## config.mk

```make
export PLATFORM = sky130hd
export DESIGN_NAME = mgp_engine
export DESIGN_NICKNAME = d
export VERILOG_FILES = /design/src/rtl/mgp_pkg.sv /design/src/rtl/mgp_engine.sv
export SDC_FILE = /design/constraint.sdc
export NUM_CORES = 2
export LEC_CHECK = 0
export ABC_AREA = 1
export ABC_CLOCK_PERIOD_IN_PS = 39600
export BUFFER_PORTS_ARGS = -buffer_cell sky130_fd_sc_hd__buf_4
export CAP_MARGIN = 20
export CORE_MARGIN = 2
export CORE_UTILIZATION = 45
export CTS_BUF_LIST = sky130_fd_sc_hd__clkbuf_4 sky130_fd_sc_hd__clkbuf_8
export DETAILED_ROUTE_END_ITERATION = 7
export HOLD_SLACK_MARGIN = 0.08
export REMOVE_ABC_BUFFERS = 1
export SYNTH_ARGS = -nofsm -noshare
export SYNTH_HDL_FRONTEND = slang
export SYNTH_SLANG_ARGS = --single-unit
```

## constraint.sdc

```tcl
create_clock -name aclk -period 39.6 [get_ports aclk]
set_input_delay 7.92 -clock aclk [delete_from_list [all_inputs] [get_ports aclk]]
set_output_delay 7.92 -clock aclk [all_outputs]
set_load 0.01 [all_outputs]
```

## src/rtl/mgp_pkg.sv

```systemverilog
// Constants, types and register map of the gate PWM engine
package mgp_pkg;
   // Register bus
   localparam int          ADDR_W   = 8;
   localparam logic [7:0]  OFS_MODE = 8'h00;
   localparam logic [7:0]  OFS_POL  = 8'h04;
   localparam logic [7:0]  OFS_PER  = 8'h08;
   localparam logic [7:0]  OFS_DTH  = 8'h0C;
   localparam logic [7:0]  OFS_DTL  = 8'h10;
   localparam logic [7:0]  OFS_SVM  = 8'h14;
   localparam logic [7:0]  OFS_CFG  = 8'h18;
   localparam logic [7:0]  OFS_PHA  = 8'h1C;
   localparam logic [7:0]  OFS_PHB  = 8'h20;
   localparam logic [7:0]  OFS_PHC  = 8'h24;
   localparam logic [7:0]  OFS_DSEL = 8'h28;
   localparam logic [7:0]  OFS_DVAL = 8'h2C;
   localparam logic [7:0]  OFS_FLAG = 8'h30;
   localparam logic [7:0]  OFS_MASK = 8'h34;
   localparam logic [7:0]  OFS_CNT  = 8'h38;
   localparam logic [1:0]  RESP_OK  = 2'h0;
   localparam logic [1:0]  RESP_ERR = 2'h2;
   // Reset values
   localparam logic [15:0] PER_RST  = 16'h0F9F;
   localparam logic [7:0]  DT_RST   = 8'h00;
   localparam logic [31:0] MASK_RST = 32'h0000_0000;
   // Conversion constants and debug select codes
   localparam logic [15:0] DUTY_OFS = 16'h8000;
   localparam logic [16:0] SVM_GAIN = 17'h093CD;
   localparam logic [7:0]  DBG_DUTY_A = 8'h11;
   localparam logic [7:0]  DBG_DUTY_B = 8'h12;
   // Timing: dead time step and clock period in ns
   localparam logic [15:0] DT_STEP_NS = 16'h000A;
   localparam logic [15:0] CLK_NS     = 16'h0019;
   // Output modes
   typedef enum logic [2:0] {
      MODE_OFF    = 3'b000,
      MODE_BRAKE  = 3'b101,
      MODE_FREE   = 3'b110,
      MODE_CENTER = 3'b111
   } mgp_mode_t;
   // Motor configurations
   typedef enum logic [1:0] {
      CFG_THREE = 2'b00,
      CFG_STEP  = 2'b01,
      CFG_DC    = 2'b10
   } mgp_cfg_t;
   // Gate outputs of four half bridges, index 0..3 is bridge a..d
   typedef struct packed {
      logic [3:0] high;
      logic [3:0] low;
   } mgp_gates_t;
endpackage

```

## src/rtl/mgp_engine.sv

```systemverilog
// Centered PWM engine with dead time, polarity, modulation modes and AXI4-Lite registers
// Functional notes
// - Reset leaves mode zero, all gates inactive
// - Mode seven selects centered modulation
// - Polarity bit one inverts high-side gates
// - Polarity bit zero inverts low-side gates
// - Eight gate outputs, four half bridges
// - Three-phase uses three bridges, stepper four
// - DC drives bridges a, b only
// - Frequency follows half clock over period plus one
// - Period count resets to 3999
// - Period count writable while running
// - Duty 12-bit resolution mapped to 16-bit
// - Symmetrical counter sets smallest pulse step
// - Resolution scales with period count
// - Passive braking and freewheel modes offered
// - Separate high-side and low-side dead times
// - Dead time in 10 ns steps, zero allowed
// - One bit enables space vector, off at reset
// - Duty is signed phase plus 0x8000
// - Debug select 0x11/0x12 reads duty values
// - Low bridge of coil takes negated value
// - Space vector subtracts midpoint, scales two/root-three
// - Mask selects flags driving status output
// - Flag bit zero set on limiter clipping
// - Flags writable whole, no single-bit clear
//
// The implementer's own choices: the register offsets and the AXI4-Lite slave port.
`timescale 1ns/1ps
module mgp_engine (
   // Clock and reset
   input  wire logic                      aclk,
   input  wire logic                      aresetn,
   // AXI4-Lite write
   input  wire logic [mgp_pkg::ADDR_W-1:0] awaddr,
   input  wire logic                      awvalid,
   output logic                           awready,
   input  wire logic [31:0]               wdata,
   input  wire logic [3:0]                wstrb,
   input  wire logic                      wvalid,
   output logic                           wready,
   output logic [1:0]                     bresp,
   output logic                           bvalid,
   input  wire logic                      bready,
   // AXI4-Lite read
   input  wire logic [mgp_pkg::ADDR_W-1:0] araddr,
   input  wire logic                      arvalid,
   output logic                           arready,
   output logic [31:0]                    rdata,
   output logic [1:0]                     rresp,
   output logic                           rvalid,
   input  wire logic                      rready,
   // Limiter clip indication, asynchronous pin
   input  wire logic                      limiter_clip,
   // Gate drivers and status
   output mgp_pkg::mgp_gates_t            gates,
   output logic                           status_out
);
   import mgp_pkg::*;

   logic [2:0]         mode_ff;
   logic [1:0]         pol_ff;
   logic [15:0]        per_ff;
   logic [7:0]         dth_ff;
   logic [7:0]         dtl_ff;
   logic               svm_ff;
   logic [1:0]         cfg_ff;
   logic signed [15:0] pha_ff, phb_ff, phc_ff;
   logic [7:0]         dsel_ff;
   logic [31:0]        flag_ff;
   logic [31:0]        mask_ff;
   logic [15:0]        cnt_ff;
   logic               up_ff;
   logic               clip_s1_ff, clip_s2_ff;
   logic               aw_v_ff, w_v_ff;
   logic [ADDR_W-1:0]  aw_a_ff;
   logic [31:0]        w_d_ff;
   logic [3:0]         w_s_ff;
   logic               awready_ff, wready_ff, bvalid_ff, arready_ff, rvalid_ff;
   logic [1:0]         bresp_ff, rresp_ff;
   logic [31:0]        rdata_ff;
   mgp_gates_t         gates_ff;
   logic               status_ff;
   logic               nxt_aw_v, nxt_w_v, nxt_rv, do_wr;
   logic [32:0]        wr_old, rd_val;
   logic [31:0]        bmask, wval;
   logic signed [15:0] sv [4];
   logic [3:0]         en;
   logic [15:0]        duty [4];
   logic [3:0]         raw_h, raw_l, nxt_h, nxt_l, h_ff, l_ff;
   logic [7:0]         dth_cyc, dtl_cyc;

   assign awready    = awready_ff;
   assign wready     = wready_ff;
   assign bvalid     = bvalid_ff;
   assign bresp      = bresp_ff;
   assign arready    = arready_ff;
   assign rvalid     = rvalid_ff;
   assign rresp      = rresp_ff;
   assign rdata      = rdata_ff;
   assign gates      = gates_ff;
   assign status_out = status_ff;

   // Register read mux; bit 32 flags a mapped address
   function automatic logic [32:0] rd_f(input logic [ADDR_W-1:0] a);
      logic [32:0] r;
      r = {1'b1, 32'h0000_0000};
      if (a == OFS_MODE) begin
         r[2:0] = mode_ff;
      end else if (a == OFS_POL) begin
         r[1:0] = pol_ff;
      end else if (a == OFS_PER) begin
         r[15:0] = per_ff;
      end else if (a == OFS_DTH) begin
         r[7:0] = dth_ff;
      end else if (a == OFS_DTL) begin
         r[7:0] = dtl_ff;
      end else if (a == OFS_SVM) begin
         r[0] = svm_ff;
      end else if (a == OFS_CFG) begin
         r[1:0] = cfg_ff;
      end else if (a == OFS_PHA) begin
         r[15:0] = pha_ff;
      end else if (a == OFS_PHB) begin
         r[15:0] = phb_ff;
      end else if (a == OFS_PHC) begin
         r[15:0] = phc_ff;
      end else if (a == OFS_DSEL) begin
         r[7:0] = dsel_ff;
      end else if (a == OFS_DVAL) begin
         if (dsel_ff == DBG_DUTY_A) begin
            r[15:0] = duty[0];
         end else if (dsel_ff == DBG_DUTY_B) begin
            r[15:0] = duty[1];
         end
      end else if (a == OFS_FLAG) begin
         r[31:0] = flag_ff;
      end else if (a == OFS_MASK) begin
         r[31:0] = mask_ff;
      end else if (a == OFS_CNT) begin
         r[15:0] = cnt_ff;
      end else begin
         r = 33'h0_0000_0000;
      end
      return r;
   endfunction

   // Write channel: address and data are held independently until both arrive
   assign do_wr  = aw_v_ff & w_v_ff & ~bvalid_ff;
   // A plain assign would not re-run when a register behind the mux changes
   always_comb begin
      wr_old = rd_f(aw_a_ff);
      rd_val = rd_f(araddr);
   end
   assign bmask  = {{8{w_s_ff[3]}}, {8{w_s_ff[2]}}, {8{w_s_ff[1]}}, {8{w_s_ff[0]}}};
   assign wval   = (wr_old[31:0] & ~bmask) | (w_d_ff & bmask);

   always_comb begin
      nxt_aw_v = do_wr ? 1'b0 : (aw_v_ff | (awvalid & awready_ff));
      nxt_w_v  = do_wr ? 1'b0 : (w_v_ff | (wvalid & wready_ff));
      nxt_rv   = rvalid_ff ? ~rready : (arvalid & arready_ff);
   end

   always_ff @(posedge aclk) begin
      if (!aresetn) begin
         aw_v_ff    <= 1'b0;
         w_v_ff     <= 1'b0;
         awready_ff <= 1'b0;
         wready_ff  <= 1'b0;
         aw_a_ff    <= '0;
         w_d_ff     <= 32'h0000_0000;
         w_s_ff     <= 4'h0;
         bvalid_ff  <= 1'b0;
         bresp_ff   <= RESP_OK;
      end else begin
         aw_v_ff    <= nxt_aw_v;
         w_v_ff     <= nxt_w_v;
         awready_ff <= ~nxt_aw_v;
         wready_ff  <= ~nxt_w_v;
         if (awvalid && awready_ff) begin
            aw_a_ff <= awaddr;
         end
         if (wvalid && wready_ff) begin
            w_d_ff <= wdata;
            w_s_ff <= wstrb;
         end
         if (do_wr) begin
            bvalid_ff <= 1'b1;
            bresp_ff  <= wr_old[32] ? RESP_OK : RESP_ERR;
         end else if (bready) begin
            bvalid_ff <= 1'b0;
         end
      end
   end

   // Read channel: one outstanding read, answer one cycle after acceptance
   always_ff @(posedge aclk) begin
      if (!aresetn) begin
         arready_ff <= 1'b0;
         rvalid_ff  <= 1'b0;
         rdata_ff   <= 32'h0000_0000;
         rresp_ff   <= RESP_OK;
      end else begin
         arready_ff <= ~nxt_rv;
         rvalid_ff  <= nxt_rv;
         if (arvalid && arready_ff) begin
            rdata_ff <= rd_val[31:0];
            rresp_ff <= rd_val[32] ? RESP_OK : RESP_ERR;
         end
      end
   end

   // Configuration registers
   always_ff @(posedge aclk) begin
      if (!aresetn) begin
         mode_ff <= MODE_OFF;
         pol_ff  <= 2'h0;
         per_ff  <= PER_RST;
         dth_ff  <= DT_RST;
         dtl_ff  <= DT_RST;
         svm_ff  <= 1'b0;
         cfg_ff  <= CFG_THREE;
         pha_ff  <= 16'sh0000;
         phb_ff  <= 16'sh0000;
         phc_ff  <= 16'sh0000;
         dsel_ff <= 8'h00;
         mask_ff <= MASK_RST;
      end else if (do_wr) begin
         if (aw_a_ff == OFS_MODE) begin
            mode_ff <= wval[2:0];
         end else if (aw_a_ff == OFS_POL) begin
            pol_ff <= wval[1:0];
         end else if (aw_a_ff == OFS_PER) begin
            per_ff <= wval[15:0];
         end else if (aw_a_ff == OFS_DTH) begin
            dth_ff <= wval[7:0];
         end else if (aw_a_ff == OFS_DTL) begin
            dtl_ff <= wval[7:0];
         end else if (aw_a_ff == OFS_SVM) begin
            svm_ff <= wval[0];
         end else if (aw_a_ff == OFS_CFG) begin
            cfg_ff <= wval[1:0];
         end else if (aw_a_ff == OFS_PHA) begin
            pha_ff <= wval[15:0];
         end else if (aw_a_ff == OFS_PHB) begin
            phb_ff <= wval[15:0];
         end else if (aw_a_ff == OFS_PHC) begin
            phc_ff <= wval[15:0];
         end else if (aw_a_ff == OFS_DSEL) begin
            dsel_ff <= wval[7:0];
         end else if (aw_a_ff == OFS_MASK) begin
            mask_ff <= wval;
         end
      end
   end

   // Clip pin synchroniser and status flags; the hardware set beats a software write
   always_ff @(posedge aclk) begin
      if (!aresetn) begin
         clip_s1_ff <= 1'b0;
         clip_s2_ff <= 1'b0;
         flag_ff    <= 32'h0000_0000;
         status_ff  <= 1'b0;
      end else begin
         clip_s1_ff <= limiter_clip;
         clip_s2_ff <= clip_s1_ff;
         if (do_wr && aw_a_ff == OFS_FLAG) begin
            flag_ff <= {wval[31:1], wval[0] | clip_s2_ff};
         end else begin
            flag_ff[0] <= flag_ff[0] | clip_s2_ff;
         end
         status_ff <= |(flag_ff & mask_ff);
      end
   end

   // Triangle counter; a lowered period pulls the count back at once
   always_ff @(posedge aclk) begin
      if (!aresetn) begin
         cnt_ff <= 16'h0000;
         up_ff  <= 1'b1;
      end else if (cnt_ff > per_ff) begin
         cnt_ff <= per_ff;
         up_ff  <= 1'b0;
      end else if (up_ff) begin
         if (cnt_ff == per_ff) begin
            up_ff <= 1'b0;
         end else begin
            cnt_ff <= cnt_ff + 16'h0001;
         end
      end else if (cnt_ff == 16'h0000) begin
         up_ff <= 1'b1;
      end else begin
         cnt_ff <= cnt_ff - 16'h0001;
      end
   end

   function automatic logic signed [15:0] neg_f(input logic signed [15:0] x);
      return (x == 16'sh8000) ? 16'sh7FFF : -x;
   endfunction

   // Midpoint removal and two over root three gain, saturated to 16 bits
   function automatic logic signed [15:0] svm_f(input logic signed [15:0] v,
                                                input logic signed [16:0] mid);
      logic signed [17:0] d;
      logic signed [34:0] p;
      d = {{2{v[15]}}, v} - {mid[16], mid};
      p = (d * $signed(SVM_GAIN)) >>> 15;
      if (p > 35'sh0_0000_7FFF) begin
         return 16'sh7FFF;
      end else if (p < -35'sh0_0000_8000) begin
         return 16'sh8000;
      end
      return p[15:0];
   endfunction

   logic signed [15:0] ph_max, ph_min;
   logic signed [16:0] ph_sum, ph_mid;

   always_comb begin
      ph_max = (pha_ff > phb_ff) ? pha_ff : phb_ff;
      ph_max = (phc_ff > ph_max) ? phc_ff : ph_max;
      ph_min = (pha_ff < phb_ff) ? pha_ff : phb_ff;
      ph_min = (phc_ff < ph_min) ? phc_ff : ph_min;
      ph_sum = {ph_max[15], ph_max} + {ph_min[15], ph_min};
      ph_mid = ph_sum >>> 1;
   end

   // Bridge values per motor configuration
   always_comb begin
      sv[0] = pha_ff;
      sv[1] = neg_f(pha_ff);
      sv[2] = phb_ff;
      sv[3] = neg_f(phb_ff);
      en    = 4'h0;
      if (cfg_ff == CFG_THREE) begin
         en    = 4'h7;
         sv[1] = phb_ff;
         sv[2] = phc_ff;
         if (svm_ff) begin
            sv[0] = svm_f(pha_ff, ph_mid);
            sv[1] = svm_f(phb_ff, ph_mid);
            sv[2] = svm_f(phc_ff, ph_mid);
         end
      end else if (cfg_ff == CFG_STEP) begin
         en = 4'hF;
      end else if (cfg_ff == CFG_DC) begin
         en = 4'h3;
      end
   end

   function automatic logic [7:0] dt_cyc_f(input logic [7:0] v);
      logic [15:0] t;
      t = ({8'h00, v} * DT_STEP_NS + CLK_NS - 16'h0001) / CLK_NS;
      return t[7:0];
   endfunction

   assign dth_cyc = dt_cyc_f(dth_ff);
   assign dtl_cyc = dt_cyc_f(dtl_ff);

   // Per bridge: duty, compare, mode gating and dead time
   for (genvar i = 0; i < 4; i++) begin : g_br
      logic [32:0] prod;
      logic [7:0]  hc_ff, lc_ff;
      assign duty[i] = sv[i] + DUTY_OFS;
      assign prod    = duty[i] * {1'b0, per_ff} + duty[i];

      always_comb begin
         raw_h[i] = 1'b0;
         raw_l[i] = 1'b0;
         case (mode_ff)
            MODE_CENTER: begin
               raw_h[i] = en[i] & ({1'b0, cnt_ff} < prod[32:16]);
               raw_l[i] = en[i] & ~raw_h[i];
            end
            MODE_BRAKE: begin
               raw_l[i] = en[i];
            end
            default: begin
               raw_h[i] = 1'b0;
            end
         endcase
         nxt_h[i] = raw_h[i] & ~l_ff[i] & (hc_ff >= dth_cyc);
         nxt_l[i] = raw_l[i] & ~h_ff[i] & (lc_ff >= dtl_cyc);
      end

      always_ff @(posedge aclk) begin
         if (!aresetn) begin
            hc_ff   <= 8'h00;
            lc_ff   <= 8'h00;
            h_ff[i] <= 1'b0;
            l_ff[i] <= 1'b0;
         end else begin
            h_ff[i] <= nxt_h[i];
            l_ff[i] <= nxt_l[i];
            hc_ff   <= (raw_h[i] & ~l_ff[i]) ? hc_ff + {7'h00, hc_ff != 8'hFF} : 8'h00;
            lc_ff   <= (raw_l[i] & ~h_ff[i]) ? lc_ff + {7'h00, lc_ff != 8'hFF} : 8'h00;
         end
      end

   end

   // Output polarity applied in the output flops
   always_ff @(posedge aclk) begin
      if (!aresetn) begin
         gates_ff <= '0;
      end else begin
         gates_ff.high <= nxt_h ^ {4{pol_ff[1]}};
         gates_ff.low  <= nxt_l ^ {4{pol_ff[0]}};
      end
   end
endmodule // mgp_engine

```

==> flow_metrics.env <==
export IMPL_wirelength_mm=294
export IMPL_async_flop_share_pct=0
export IMPL_place_inst=12853
export IMPL_max_freq_ghz=0.0369
export IMPL_maxSlewHeadroom_pct=19.8
export IMPL_die_width_microns=425
export IMPL_status="finished clean"
export IMPL_post_cts_setup_buffers=0
export IMPL_hold_class="flop to flop"
export IMPL_synth_edf_count=0
export IMPL_fin_crit_sh_pct=68.4
export IMPL_tns_ns=0
export IMPL_drt_iter0_markers=5524
export IMPL_cts_tree="yes"
export IMPL_max_stage_delay_ns=0.81
export IMPL_avgSynthCellArea_sq_um=7.54
export IMPL_rsz0062_at_grt="no"
export IMPL_worst_endpoint_required_ns=40.25
export IMPL_fin_crit_ns=27.10
export IMPL_postSynthCellCount=10566
export IMPL_grt_max_degree=71
export IMPL_htree_num_levels=2
export IMPL_final_setup_viol_count=0
export IMPL_worstPathArrival_ns=27.74
export IMPL_ctsResizeCount=0
export IMPL_ys_flop_type="dfxtp_1"
export IMPL_finalHoldViolations=0
export IMPL_cts_sink_count=345
export IMPL_finalNonFillerCells=12965
export IMPL_post_drt_wl_per_cell_microns=22.7
export IMPL_final_cell_mix="inv_1, nand2_1, fa_1"
export IMPL_clk_latency_ns=0.79
export IMPL_cts_hold_buf=0
export IMPL_clk_pin_slew_ns=0.07
export IMPL_yosysUniqueCellTypes=85
export IMPL_fin_hold_ws_ns=0.421
export IMPL_viasPerCell=5.46
export IMPL_gr_total_overflow=0
export IMPL_max_cap_violations=0
export IMPL_nets=12878
export IMPL_final_area_sq_um=84400
export IMPL_crit_slowest_cell="a31oi_1"
export IMPL_clock_skew_ns=0.0840
export IMPL_drive_above_1_share_pct=5.46
export IMPL_rows=154
export IMPL_nFillCells=17749
export IMPL_syn_to_final_growth_pct=5.98
export IMPL_syn_cell_area_sq_um=79700
export IMPL_synth_top_cells_by_area="fa_1, ha_1, inv_1"
export IMPL_cpMostUsedCell="nand2_1"
export IMPL_cts_made_buffers=60
export IMPL_final_antenna_net_count=0
export IMPL_grt_pass1_vias=72158
export IMPL_die_area_sq_um=180000
export IMPL_drc_errors=0
export IMPL_post_dp_cell_area_sq_um=82900
export IMPL_die_y_microns=425
export IMPL_clockBufferDepth=3
export IMPL_synth_top_cell_area_share_pct=28.3
export IMPL_gr_usage_all_layers_pct=32.7
export IMPL_start_util_pct=45.3
export IMPL_critPathKind="flop to flop"
export IMPL_path_max_fanout=32
export IMPL_start_kind="flop"
export IMPL_layout_commonest_cell="inv_1"
export IMPL_place_port_buffers=107
export IMPL_yosys_register_bits=345
export IMPL_tightest_slew_ns=1.20
export IMPL_antenna_found_initial=8
export IMPL_io_pin_count=110
export IMPL_seq_area_frac_synth_pct=8.67
export IMPL_hpwl_mm=235
export IMPL_slew_viol_final=0
export IMPL_vias=70789
export IMPL_first_pass_iters=8
export IMPL_yosysTopAreaCell="fa_1"
export IMPL_yosys_warnings=0
export IMPL_core_area_sq_um=176000
export IMPL_endpoint_kind="flop"
export IMPL_multiInputGateArea_sq_um=61800
export IMPL_gp_congestion=1.01
export IMPL_grt_pass1_wl_mm=445
export IMPL_cts_root_buf="clkbuf_8"
export IMPL_area_sequential_sq_um=6920
## worst max-delay path, delay by kind of cell, from the launching register on
| kind | cells | cell delay [ns] |
|---|---|---|
| xor gates and xnor gates | 4 | 1.12 |
| and+or+nand+nor | 42 | 5.21 |
| AOI/OAI and AO/OA | 35 | 8.62 |
| buffers and inverters | 16 | 2.86 |
| adders and majority gates | 19 | 8.43 |
| DFF | 1 | 0.68 |
## per-stage QoR
| step | worst slack (ns) | util [%] |
|---|---|---|
| 4_1_cts | 12.68 | 48.0 |
| 5_1_grt | 10.32 | 48.0 |
| 6_report | 12.50 | 48.0 |
| 2_1_floorplan | 18.63 | - |
| 3_5_place_dp | 12.79 | 47.1 |
| 3_3_place_gp | 12.90 | 47.1 |
## metal layers
metal | part of all wire, % | global-route usage, % | vias up | wire length, microns
li1 | - | - | 32625 | -
met1 | 42 | 42.3 | 34721 | 122000
met2 | 45 | 53.1 | 2750 | 133000
met3 | 7.6 | 5.70 | 681 | 22500
met4 | 5.6 | 15.0 | 12 | 16500
met5 | 0.024 | 0 | - | 70
## area by class of cell
| class | instances | share of cell area (%) |
|---|---|---|
| tap | 2340 | 3.47 |
| clock buffer | 88 | 1.38 |
| inverter | 2502 | 11.1 |
| antenna | 2 | 0.00593 |
| multi-input combinational | 7408 | 73.2 |
| timing repair buffer | 258 | 2.29 |
| sequential | 345 | 8.20 |
| clock inverter | 22 | 0.360 |
## state kept, by name, summed over array words and instances, names as in the netlist, 4 cells and up
name        flops
rdata          32
pha_ff         16
cnt_ff         16
w_d_ff         32
mask_ff        32
dsel_ff         8
phb_ff         16
w_s_ff          4
h_ff            4
l_ff            4
aw_a_ff         8
phc_ff         16
flag_ff        32
g_br.lc_ff     32
dth_ff          8
dtl_ff          8
per_ff         16
gates           8
g_br.hc_ff     32
## Yosys cell counts (17+ instances only)
| cell | n |
|---|---|
| inv_1 | 2435 |
| nand2_1 | 1842 |
| fa_1 | 1125 |
| ha_1 | 1118 |
| nor2_1 | 913 |
| a21oi_1 | 599 |
| o21ai_0 | 443 |
| nand3_1 | 353 |
| dfxtp_1 | 345 |
| clkbuf_1 | 240 |
| xor2_1 | 204 |
| xnor2_1 | 118 |
| nor3_1 | 69 |
| nand4_1 | 63 |
| o211ai_1 | 63 |
| nand2_2 | 50 |
| clkbuf_8 | 40 |
| o21a_1 | 40 |
| clkinv_1 | 37 |
| o22ai_1 | 37 |
| a211oi_1 | 30 |
| o221ai_1 | 30 |
| inv_2 | 29 |
| o21bai_1 | 28 |
| a31oi_1 | 24 |
| or2_2 | 23 |
| a221oi_1 | 22 |
| o21ai_1 | 21 |
| a21o_1 | 17 |
## cell families (layout without fill, tap and decap cells)
group / Yosys count / after routing / share of synthesized area [%]
other: 2 / 7 / 0.00943
flip-flops: 345 / 345 / 8.67
XOR/XNOR: 324 / 324 / 3.58
AO/OA/AOI/OAI: 1442 / 1442 / 10.4
buffers and inverters: 2816 / 2870 / 13.9
AND/OR/NAND/NOR: 3392 / 3392 / 17.6
adder cells (fa/ha/maj): 2243 / 2243 / 45.8
multiplexers: 2 / 2 / 0.0283
## final timing paths
| check | startpoint | endpoint | slack, ns | depth (start not counted) |
|---|---|---|---|---|
| worst max-delay path | phb_ff[7]$_SDFFE_PN0P_ | gates[6]$_SDFF_PN0_ | 12.50 | 116 |
| worst min-delay path | clip_s1_ff$_SDFF_PN0_ | clip_s2_ff$_SDFF_PN0_ | 0.42 | 2 |
| worst max register to register | phb_ff[7]$_SDFFE_PN0P_ | gates[6]$_SDFF_PN0_ | 12.50 | 116 |
| worst min register to register | clip_s1_ff$_SDFF_PN0_ | clip_s2_ff$_SDFF_PN0_ | 0.42 | 2 |
Power is left out: the tool's default activity adds up to more than one toggle a clock period on the data nets, which glitch-free logic cannot reach.
